### config.mk
export PLATFORM = sky130hd
export DESIGN_NAME = cpio_decoder
export DESIGN_NICKNAME = d
export VERILOG_FILES = /design/src/rtl/cpio_pkg.sv /design/src/rtl/cpio_decoder.sv
export SDC_FILE = /design/constraint.sdc
export NUM_CORES = 1
export LEC_CHECK = 0
export BUFFER_PORTS_ARGS = -buffer_cell sky130_fd_sc_hd__clkbuf_2
export CAP_MARGIN = 10
export CORE_MARGIN = 2
export CORE_UTILIZATION = 31
export DETAILED_ROUTE_END_ITERATION = 12
export PLACE_DENSITY = 0.67
export SLEW_MARGIN = 20
export SYNTH_ARGS = -nofsm -noshare
export SYNTH_HDL_FRONTEND = slang
export SYNTH_SLANG_ARGS = --single-unit
export TNS_END_PERCENT = 10
### constraint.sdc
create_clock -name clk -period 1.6 [get_ports clk]
set_clock_uncertainty 0.1 [all_clocks]
set_input_delay 0.16 -clock clk [delete_from_list [all_inputs] [get_ports clk]]
set_output_delay 0.16 -clock clk [all_outputs]
set_load 0.005 [all_outputs]
### src/rtl/cpio_pkg.sv
// constants for the control and port input instruction slice
package cpio_pkg;
	localparam int OPCODE_W = 10;
	localparam int ACC_W = 4;
	localparam logic [9:0] OP_IRQ_MASK = 10'h004;
	localparam logic [9:0] OP_IRQ_UNMASK = 10'h005;
	localparam logic [9:0] OP_WDOG_HALT_ARM = 10'h29C;
	localparam logic [9:0] OP_SLEEP_ARM = 10'h05B;
	localparam logic [9:0] OP_SLEEP = 10'h008;
	localparam logic [9:0] OP_DEEP_SLEEP = 10'h00A;
	localparam logic [9:0] OP_READ_SINGLE_BIT_PORT = 10'h26F;
	localparam logic [9:0] OP_READ_PORT_ZERO = 10'h260;
	localparam logic IRQ_GATE_RESET = 1'h0;
	localparam logic [3:0] ACC_RESET = 4'h0;
	localparam logic WDOG_ARM_RESET = 1'h0;
	localparam logic SLEEP_ARM_RESET = 1'h0;
	localparam logic CARRY_RESET = 1'h0;
	localparam logic PULSE_RESET = 1'h0;
endpackage

### src/rtl/cpio_decoder.sv
// decoder and executor for interrupt gate, arming and port read instructions
// Notes on behaviour
// - mask opcode clears the interrupt gate flag
// - unmask opcode sets the interrupt gate flag
// - watchdog halt arm opcode arms watchdog stop
// - sleep arm makes a sleep or deep sleep effective only as the very next instruction
// - single-bit port read copies pin to bit0
// - single-bit port read zeroes accumulator bits 3..1
// - port zero read loads all four levels
`timescale 1ns/10ps
module cpio_decoder
	import cpio_pkg::*;
#(
	parameter int ACC_WIDTH = ACC_W
) (
	input wire logic clk,
	input wire logic rst,
	input wire logic instr_valid,
	input wire logic [OPCODE_W-1:0] instr_opcode,
	input wire logic [ACC_WIDTH-1:0] acc_in,
	input wire logic carry_in,
	input wire logic single_bit_port,
	input wire logic [ACC_WIDTH-1:0] quad_io_port_zero,
	output logic [ACC_WIDTH-1:0] acc_out,
	output logic acc_we,
	output logic carry_out,
	output logic skip_next,
	output logic irq_gate_flag,
	output logic wdog_halt_arm,
	output logic sleep_enter,
	output logic deep_sleep_enter,
	output logic instr_done
);

	// the port read paths are written for a four-bit accumulator;
	// other widths would leave bits undefined, so elaboration stops on them
	if (ACC_WIDTH != ACC_W) begin : g_acc_width_check
		$error("cpio_decoder: ACC_WIDTH must be 4");
	end

	////////////////////////////////////////////////////////////////////////
	// opcode decode
	function automatic logic is_op(input logic [OPCODE_W-1:0] code, input logic [OPCODE_W-1:0] ref_code);
		is_op = (code == ref_code);
	endfunction

	logic dec_mask;
	logic dec_unmask;
	logic dec_wdog;
	logic dec_sleep_arm;
	logic dec_sleep;
	logic dec_deep;
	logic dec_rd_bit;
	logic dec_rd_p0;

	// decode is qualified by instr_valid so idle cycles decode no opcode and change no flag
	always_comb begin
		dec_mask = instr_valid && is_op(instr_opcode, OP_IRQ_MASK);
		dec_unmask = instr_valid && is_op(instr_opcode, OP_IRQ_UNMASK);
		dec_wdog = instr_valid && is_op(instr_opcode, OP_WDOG_HALT_ARM);
		dec_sleep_arm = instr_valid && is_op(instr_opcode, OP_SLEEP_ARM);
		dec_sleep = instr_valid && is_op(instr_opcode, OP_SLEEP);
		dec_deep = instr_valid && is_op(instr_opcode, OP_DEEP_SLEEP);
		dec_rd_bit = instr_valid && is_op(instr_opcode, OP_READ_SINGLE_BIT_PORT);
		dec_rd_p0 = instr_valid && is_op(instr_opcode, OP_READ_PORT_ZERO);
	end

	////////////////////////////////////////////////////////////////////////
	// interrupt gate
	logic gate_reg;
	logic gate_next;

	// mask and unmask are distinct opcodes, so one cycle never asks for both;
	// unknown opcodes fall through and leave the gate as it was
	always_comb begin
		gate_next = gate_reg;
		if (dec_mask) begin
			gate_next = 1'h0;
		end else if (dec_unmask) begin
			gate_next = 1'h1;
		end
	end

	// gate comes out of reset closed, so no request slips in before the program opens it
	always_ff @(posedge clk) begin
		if (rst) begin
			gate_reg <= IRQ_GATE_RESET;
		end else begin
			gate_reg <= gate_next;
		end
	end

	////////////////////////////////////////////////////////////////////////
	// watchdog halt arming
	logic wdog_reg;
	logic wdog_next;

	// sticky until reset: the halt it enables is one-way, so there is no disarm path
	always_comb begin
		wdog_next = wdog_reg;
		if (dec_wdog) begin
			wdog_next = 1'h1;
		end
	end

	// only the watchdog unit acts on this level; this slice never clears it outside reset
	always_ff @(posedge clk) begin
		if (rst) begin
			wdog_reg <= WDOG_ARM_RESET;
		end else begin
			wdog_reg <= wdog_next;
		end
	end

	////////////////////////////////////////////////////////////////////////
	// power-down arming and entry
	logic arm_reg;
	logic arm_next;
	logic sleep_reg;
	logic sleep_next;
	logic deep_reg;
	logic deep_next;

	// any valid instruction replaces the arm, so it covers only the very next one;
	// idle cycles keep it, since no instruction stands between the pair
	always_comb begin
		arm_next = arm_reg;
		sleep_next = 1'h0;
		deep_next = 1'h0;
		if (instr_valid) begin
			arm_next = dec_sleep_arm;
			sleep_next = dec_sleep && arm_reg;
			deep_next = dec_deep && arm_reg;
		end
	end

	// entry strobes last one cycle; an unarmed power-down just retires as a no-op
	always_ff @(posedge clk) begin
		if (rst) begin
			arm_reg <= SLEEP_ARM_RESET;
			sleep_reg <= PULSE_RESET;
			deep_reg <= PULSE_RESET;
		end else begin
			arm_reg <= arm_next;
			sleep_reg <= sleep_next;
			deep_reg <= deep_next;
		end
	end

	////////////////////////////////////////////////////////////////////////
	// accumulator write-back
	logic [ACC_WIDTH-1:0] acc_reg;
	logic [ACC_WIDTH-1:0] acc_next;
	logic acc_we_reg;
	logic acc_we_next;

	// non-read cycles pass the accumulator through with the write strobe low;
	// the strobe, not acc_out, decides whether the accumulator changes
	always_comb begin
		acc_next = acc_in;
		acc_we_next = 1'h0;
		if (dec_rd_bit) begin
			acc_next = {{(ACC_WIDTH-1){1'h0}}, single_bit_port};
			acc_we_next = 1'h1;
		end else if (dec_rd_p0) begin
			acc_next = quad_io_port_zero;
			acc_we_next = 1'h1;
		end
	end

	// pins are taken as already synchronous; a raw pin here would need a synchroniser first
	always_ff @(posedge clk) begin
		if (rst) begin
			acc_reg <= ACC_RESET;
			acc_we_reg <= PULSE_RESET;
		end else begin
			acc_reg <= acc_next;
			acc_we_reg <= acc_we_next;
		end
	end

	////////////////////////////////////////////////////////////////////////
	// completion, carry and skip
	logic carry_reg;
	logic carry_next;
	logic done_reg;
	logic done_next;
	logic skip_flag_reg;
	logic skip_flag_next;

	// every instruction here retires in one cycle and never asks for a skip;
	// carry is only passed along so the core can write back uniformly
	always_comb begin
		carry_next = carry_in;
		done_next = instr_valid;
		skip_flag_next = 1'h0;
	end

	// skip is registered too, so every output leaves from a flip-flop
	always_ff @(posedge clk) begin
		if (rst) begin
			carry_reg <= CARRY_RESET;
			done_reg <= PULSE_RESET;
			skip_flag_reg <= PULSE_RESET;
		end else begin
			carry_reg <= carry_next;
			done_reg <= done_next;
			skip_flag_reg <= skip_flag_next;
		end
	end

	////////////////////////////////////////////////////////////////////////
	// outputs straight from flip-flops
	assign acc_out = acc_reg;
	assign acc_we = acc_we_reg;
	assign carry_out = carry_reg;
	assign skip_next = skip_flag_reg;
	assign irq_gate_flag = gate_reg;
	assign wdog_halt_arm = wdog_reg;
	assign sleep_enter = sleep_reg;
	assign deep_sleep_enter = deep_reg;
	assign instr_done = done_reg;

endmodule

==> results of run 1 <==
==> power groups by stage <==
stage,Sequential (uW),Combinational (uW),Clock (uW)
floorplan,317,38.3,0
finish,308,98.7,183
CTS,308,99.0,186
global placement,315,97.1,0
global route,309,110,204
detailed placement,316,98.1,0
==> area by class of cell <==
type,instances,area (um2)
fillers,219,1100
multi-input cells,48,395
well taps,27,33.8
inverters,2,7.51
repair buffers,33,165
flip-flops and latches,12,240
clock buffers,3,22.5
==> cells in the final DEF (no fill, tap or decap), types with 2 or more instances in the layout <==
| cell | synthesis | final |
|---|---|---|
| clkbuf_2 | 0 | 33 |
| dfxtp_1 | 12 | 12 |
| nand4_1 | 6 | 6 |
| a21oi_1 | 5 | 5 |
| o31ai_1 | 4 | 4 |
| nor2b_1 | 3 | 3 |
| a31oi_1 | 3 | 3 |
| clkbuf_4 | 0 | 3 |
| and3b_1 | 2 | 2 |
| inv_1 | 2 | 2 |
| and4_1 | 2 | 2 |
| nor2_1 | 2 | 2 |
==> worst register-to-register path: stages (launching register included) <==
cell and delay, ns:
dfxtp_1 0.32, and3b_1 0.21, nand4b_4 0.12, nor3b_2 0.18
==> how the worst max path moves through the flow <==
stage,cells past startpoint,slack (ns),end
after floorplan,3,0.39,acc_out[1]
after global placement,4,0.21,acc_out[3]
after detailed placement,4,0.18,acc_out[1]
after CTS,4,0.47,acc_out[1]
after global routing,4,0.41,acc_out[1]
final,4,0.44,acc_out[1]
==> per-stage QoR <==
stage | instance area [um2] | worst slack, ns
2_1_floorplan | 651 | 0.392
3_3_place_gp | 842 | 0.206
3_5_place_dp | 842 | 0.181
5_1_grt | 865 | 0.406
4_1_cts | 865 | 0.470
6_report | 865 | 0.441
==> cells by family after synthesis <==
group	share of synthesized area (%)
simple gates	44.4
compound gates	15.8
flops	36.9
buf+inv	2.31
other cells	0.576
==> per-layer routing <==
metal / vias to the layer above / part of all wire (%)
met5: - / 0
met2: 30 / 45
met1: 303 / 44
met3: 6 / 7.5
li1: 327 / -
met4: 0 / 3.5
==> out/summary.txt, run 1 <==
met1 GRT Util: 16.9%
Synth Flop Type: dfxtp_1
DP Cell Count: 122
FP Rows: 16
Top delay family on crit path: simple AND/OR/NAND/NOR gates
most common cell in the synthesized netlist: dfxtp_1
GRT busiest layer: met2
ys async rst share: 0%
non-filler cells, final: 125
GRT Overall Usage: 14.4%
Worst-path clk slew: 0.07 ns
WS Path Type: input pin to flip-flop
Hold Path Stages: 2
cells after synthesis: 63
Mapped Area: 651 um2
startpoint types: input pin
hold worst-path end: carry_out
Peak VDD IR: 0.000257 V
Antenna Nets Post-Route: 0
clock share of power: 31.0%
pin count of the biggest net entering global routing: 9
worst r2r src: arm_reg
IO buf count: 33
Worst-Skew Late Latency: 0.26 ns
# IOs: 35
hold_sp: carry_in
Setup TNS Final: 0 ns
min Tclk post-route: 1.16 ns
Switch Pwr: 150 uW
synth unique cells: 32
Net Sw Frac: 25.4%
post-synth top area share: 36.9%
placeable core area: 1960 um2
first-pass GRT wire length: 2700 um
layout net count: 123
post-layout util: 44.1%
htree depth: 1
CTS root buffer: clkbuf_4
final worst-path cycle share: 72.4%
Buf/Inv on CP: 1
vias: 666
Crit. Startpoint: instr_opcode[3]
cell taking the most area after synthesis: dfxtp_1
Resize count post-CTS: 0
critical path, cell by cell: clkbuf_2 -> or4_4 -> o31ai_1 -> a21oi_1
x dimension of the die: 49.8 um
post-detail-place hpwl: 1220 um
CP Capture Type: flip-flop
Final Max Tran Viols: 0
f_max: 863 MHz
Via density: 5.33
Total Wirelength: 1550 um
antenna violations before repair: 0
HP Class: input pin to flip-flop
CTS buffer count: 3
maximum fanout along the worst path: 6
Area growth syn-to-layout: 32.9%
slowest stage cell on the critical path: or4_4
status: finished clean
Synth Warn #: 0
layout cells sized above 1: 44.9%
PD cells: 682 nW/um2
Pint: 440 uW
# diodes: 0
initial core utilization: 33.2%
Fin. Hold Viols: 0
met3 Track Usage GR: 3.94%
CTS tree: yes
initial DRC count: 6
Leak: 0.000380 uW
unrepaired setup endpoints after global routing: false
FF+latch count, synth: 12
Overflow after GRT: 0
CTS Sinks: 12
post-CTS setup buffer count: 0
die height: 49.8 um
number of global-route vias before repair: 637
Total Power: 590 uW
max-cap check violation count: 0
setup violators final: 0
syn nets: 86
Worst EP arrival: 1.21 ns
r2r worst-path depth: 3
post-cts hold buffer count: 0
first drt pass iteration count: 4
r2r endpoint: deep_sleep_enter
commonest cells in the netlist: 12 x dfxtp_1, 6 x nand4_1, 5 x a21oi_1
Bufs on Longest Clock Path: 2
DR WL/cell: 12.4 um
post-synthesis sequential area ratio: 36.9%
hold_ws: 0.0192 ns
syn_area_per_cell: 10.3 um2
Residual DRC: 0
EDFF count, synth: 0
Comb power frac: 16.7%
GPL Wtd Cong: 0.802
crit-path max cell delay: 0.57 ns
r2r setup slk: 0.60 ns
largest cells by area after synthesis: dfxtp_1 37%, nand4_1 5.8%, o31ai_1 4.6%
number of flip-flops in the largest register: 4
Die ar.: 2480 um2
met2 Use GR: 22.4%
sequential power share: 52.3%
WP data required: 1.65 ns
(Power assumes the default switching activity.)
==> inputs of run 2 (changes only) <==
Settings changed: PLACE_DENSITY 0.67 to 0.69.
Clock period 1.6 ns to 0.9 ns, I/O delays scaled along.
==> out/summary.txt, run 2 (synthesis gave the netlist of run 1 again) <==
final worst-path cycle share: 112%
WS Path Type: flip-flop to flip-flop
initial DRC count: 8
Peak VDD IR: 0.000718 V
CTS Sinks: 12
Die ar.: 2480 um2
Final Max Tran Viols: 0
hold_ws: 0.0422 ns
layout net count: 153
Bufs on Longest Clock Path: 2
vias: 761
GRT busiest layer: met2
failing checks: setup timing
Total Wirelength: 1930 um
WP data required: 1.01 ns
maximum fanout along the worst path: 2
CTS buffer count: 3
Worst EP arrival: 1.11 ns
Final WS setup: -0.104 ns
slowest stage cell on the critical path: dfxtp_2
htree depth: 1
hold_sp: single_bit_port
r2r setup slk: -0.10 ns
critical path, cell by cell: and3b_2 -> nand4b_4 -> nor3b_2
f_max: 996 MHz
Worst-Skew Late Latency: 0.28 ns
Residual DRC: 0
met1 GRT Util: 17.3%
Worst-path clk slew: 0.08 ns
GPL Wtd Cong: 0.776
post-layout util: 60.2%
Fillers: 182
DR WL/cell: 12.4 um
hold worst-path end: acc_out[0]
layout cells sized above 1: 58.9%
met2 Use GR: 29.8%
Overflow after GRT: 0
number of flip-flops in the largest register: 4
pin count of the biggest net entering global routing: 8
most frequent cells in the layout: 31 x clkbuf_2, 20 x buf_4, 10 x dlygate4sd3_1
# IOs: 35
first drt pass iteration count: 4
r2r endpoint: deep_sleep_enter
setup violators final: 8
Via density: 4.88
min Tclk post-route: 1.00 ns
HP Class: input pin to flip-flop
GRT Overall Usage: 16.8%
Hold Path Stages: 3
number of global-route vias before repair: 719
antenna violations before repair: 0
post-detail-place hpwl: 1420 um
Area growth syn-to-layout: 81.5%
CP Capture Type: flip-flop
crit-path max cell delay: 0.33 ns
PD cells: 1080 nW/um2
status: finished with violations
# diodes: 0
CTS tree: yes
max-cap check violation count: 0
IO buf count: 33
Leak: 0.000534 uW
Antenna Nets Post-Route: 0
fin area: 1180 um2
placed cell area: 992 um2
FP Rows: 16
DP Cell Count: 142
initial core utilization: 33.2%
Total Power: 1270 uW
first-pass GRT wire length: 3030 um
die height: 49.8 um
worst r2r src: arm_reg
placeable core area: 1960 um2
met3 Track Usage GR: 2.12%
Fin. Hold Viols: 0
x dimension of the die: 49.8 um
r2r worst-path depth: 3
CTS root buffer: clkbuf_4
unrepaired setup endpoints after global routing: true
commonest non-fill, non-tap cell in the layout: clkbuf_2
startpoint types: flip-flop
non-filler cells, final: 156
==> run 2: changes by cell type in the layout (fill, tap and decap cells not counted), sizes merged <==
| cell | before | now |
|---|---|---|
| buf | 0 | 22 |
| clkbuf | 36 | 35 |
| dlygate4sd3 | 0 | 10 |
==> run 2: worst max path at each step <==
stage	startpoint	to	slack [ns]
2_1_floorplan	instr_opcode[3]	acc_out[1]	-0.24
3_3_place_gp	instr_opcode[4]	deep_sleep_enter	-0.37
3_5_place_dp	instr_opcode[4]	deep_sleep_enter	-0.39
4_1_cts	arm_reg	deep_sleep_enter	-0.08
5_1_grt	instr_opcode[4]	sleep_enter	-0.13
6_report	arm_reg	deep_sleep_enter	-0.10
==> run 2: report_power, final <==
| group | leakage (uW) | total, uW | internal, uW | switching (uW) |
|---|---|---|---|---|
| Combinational | 0.000413 | 284 | 166 | 118 |
| Sequential | 0.000100 | 548 | 545 | 3.31 |
| Clock | 0.0000210 | 437 | 246 | 191 |
==> run 2: through the flow <==
stage          TNS, ns  setup slack (ns)
2_1_floorplan    -1.42            -0.238
3_3_place_gp     -2.90            -0.365
3_5_place_dp     -3.11            -0.391
4_1_cts         -0.419           -0.0792
5_1_grt         -0.899            -0.134
6_report        -0.546            -0.104
==> run 2: final cells by class <==
| class | count | area, um2 | area share, % |
|---|---|---|---|
| timing repair buffer | 63 | 422 | 35.7 |
| clock buffer | 4 | 36.3 | 3.07 |
| inverter | 2 | 7.51 | 0.636 |
| sequential | 12 | 245 | 20.8 |
| multi-input combinational | 48 | 437 | 37.0 |
| tap | 27 | 33.8 | 2.86 |
==> run 2: timing repair <==
action,4_1_cts,5_1_grt
setup endpoints to repair,10,17
endpoints found under the hold margin,7,0
buffers inserted,0,0
gates resized for setup,7,7
hold buffers,10,0
pin swaps,2,1
==> run 2: routing by layer <==
layer | vias to the layer above | part of all wire (%)
met2 | 30 | 53
met3 | 5 | 4.2
met5 | - | 0
met1 | 339 | 39
met4 | 0 | 3.5
li1 | 387 | -
==> run 2: worst max-delay path: cells and delay by family, from the launching register on <==
| kind | cells | cell delay (ns) |
|---|---|---|
| simple gates | 3 | 0.51 |
| flops | 1 | 0.33 |
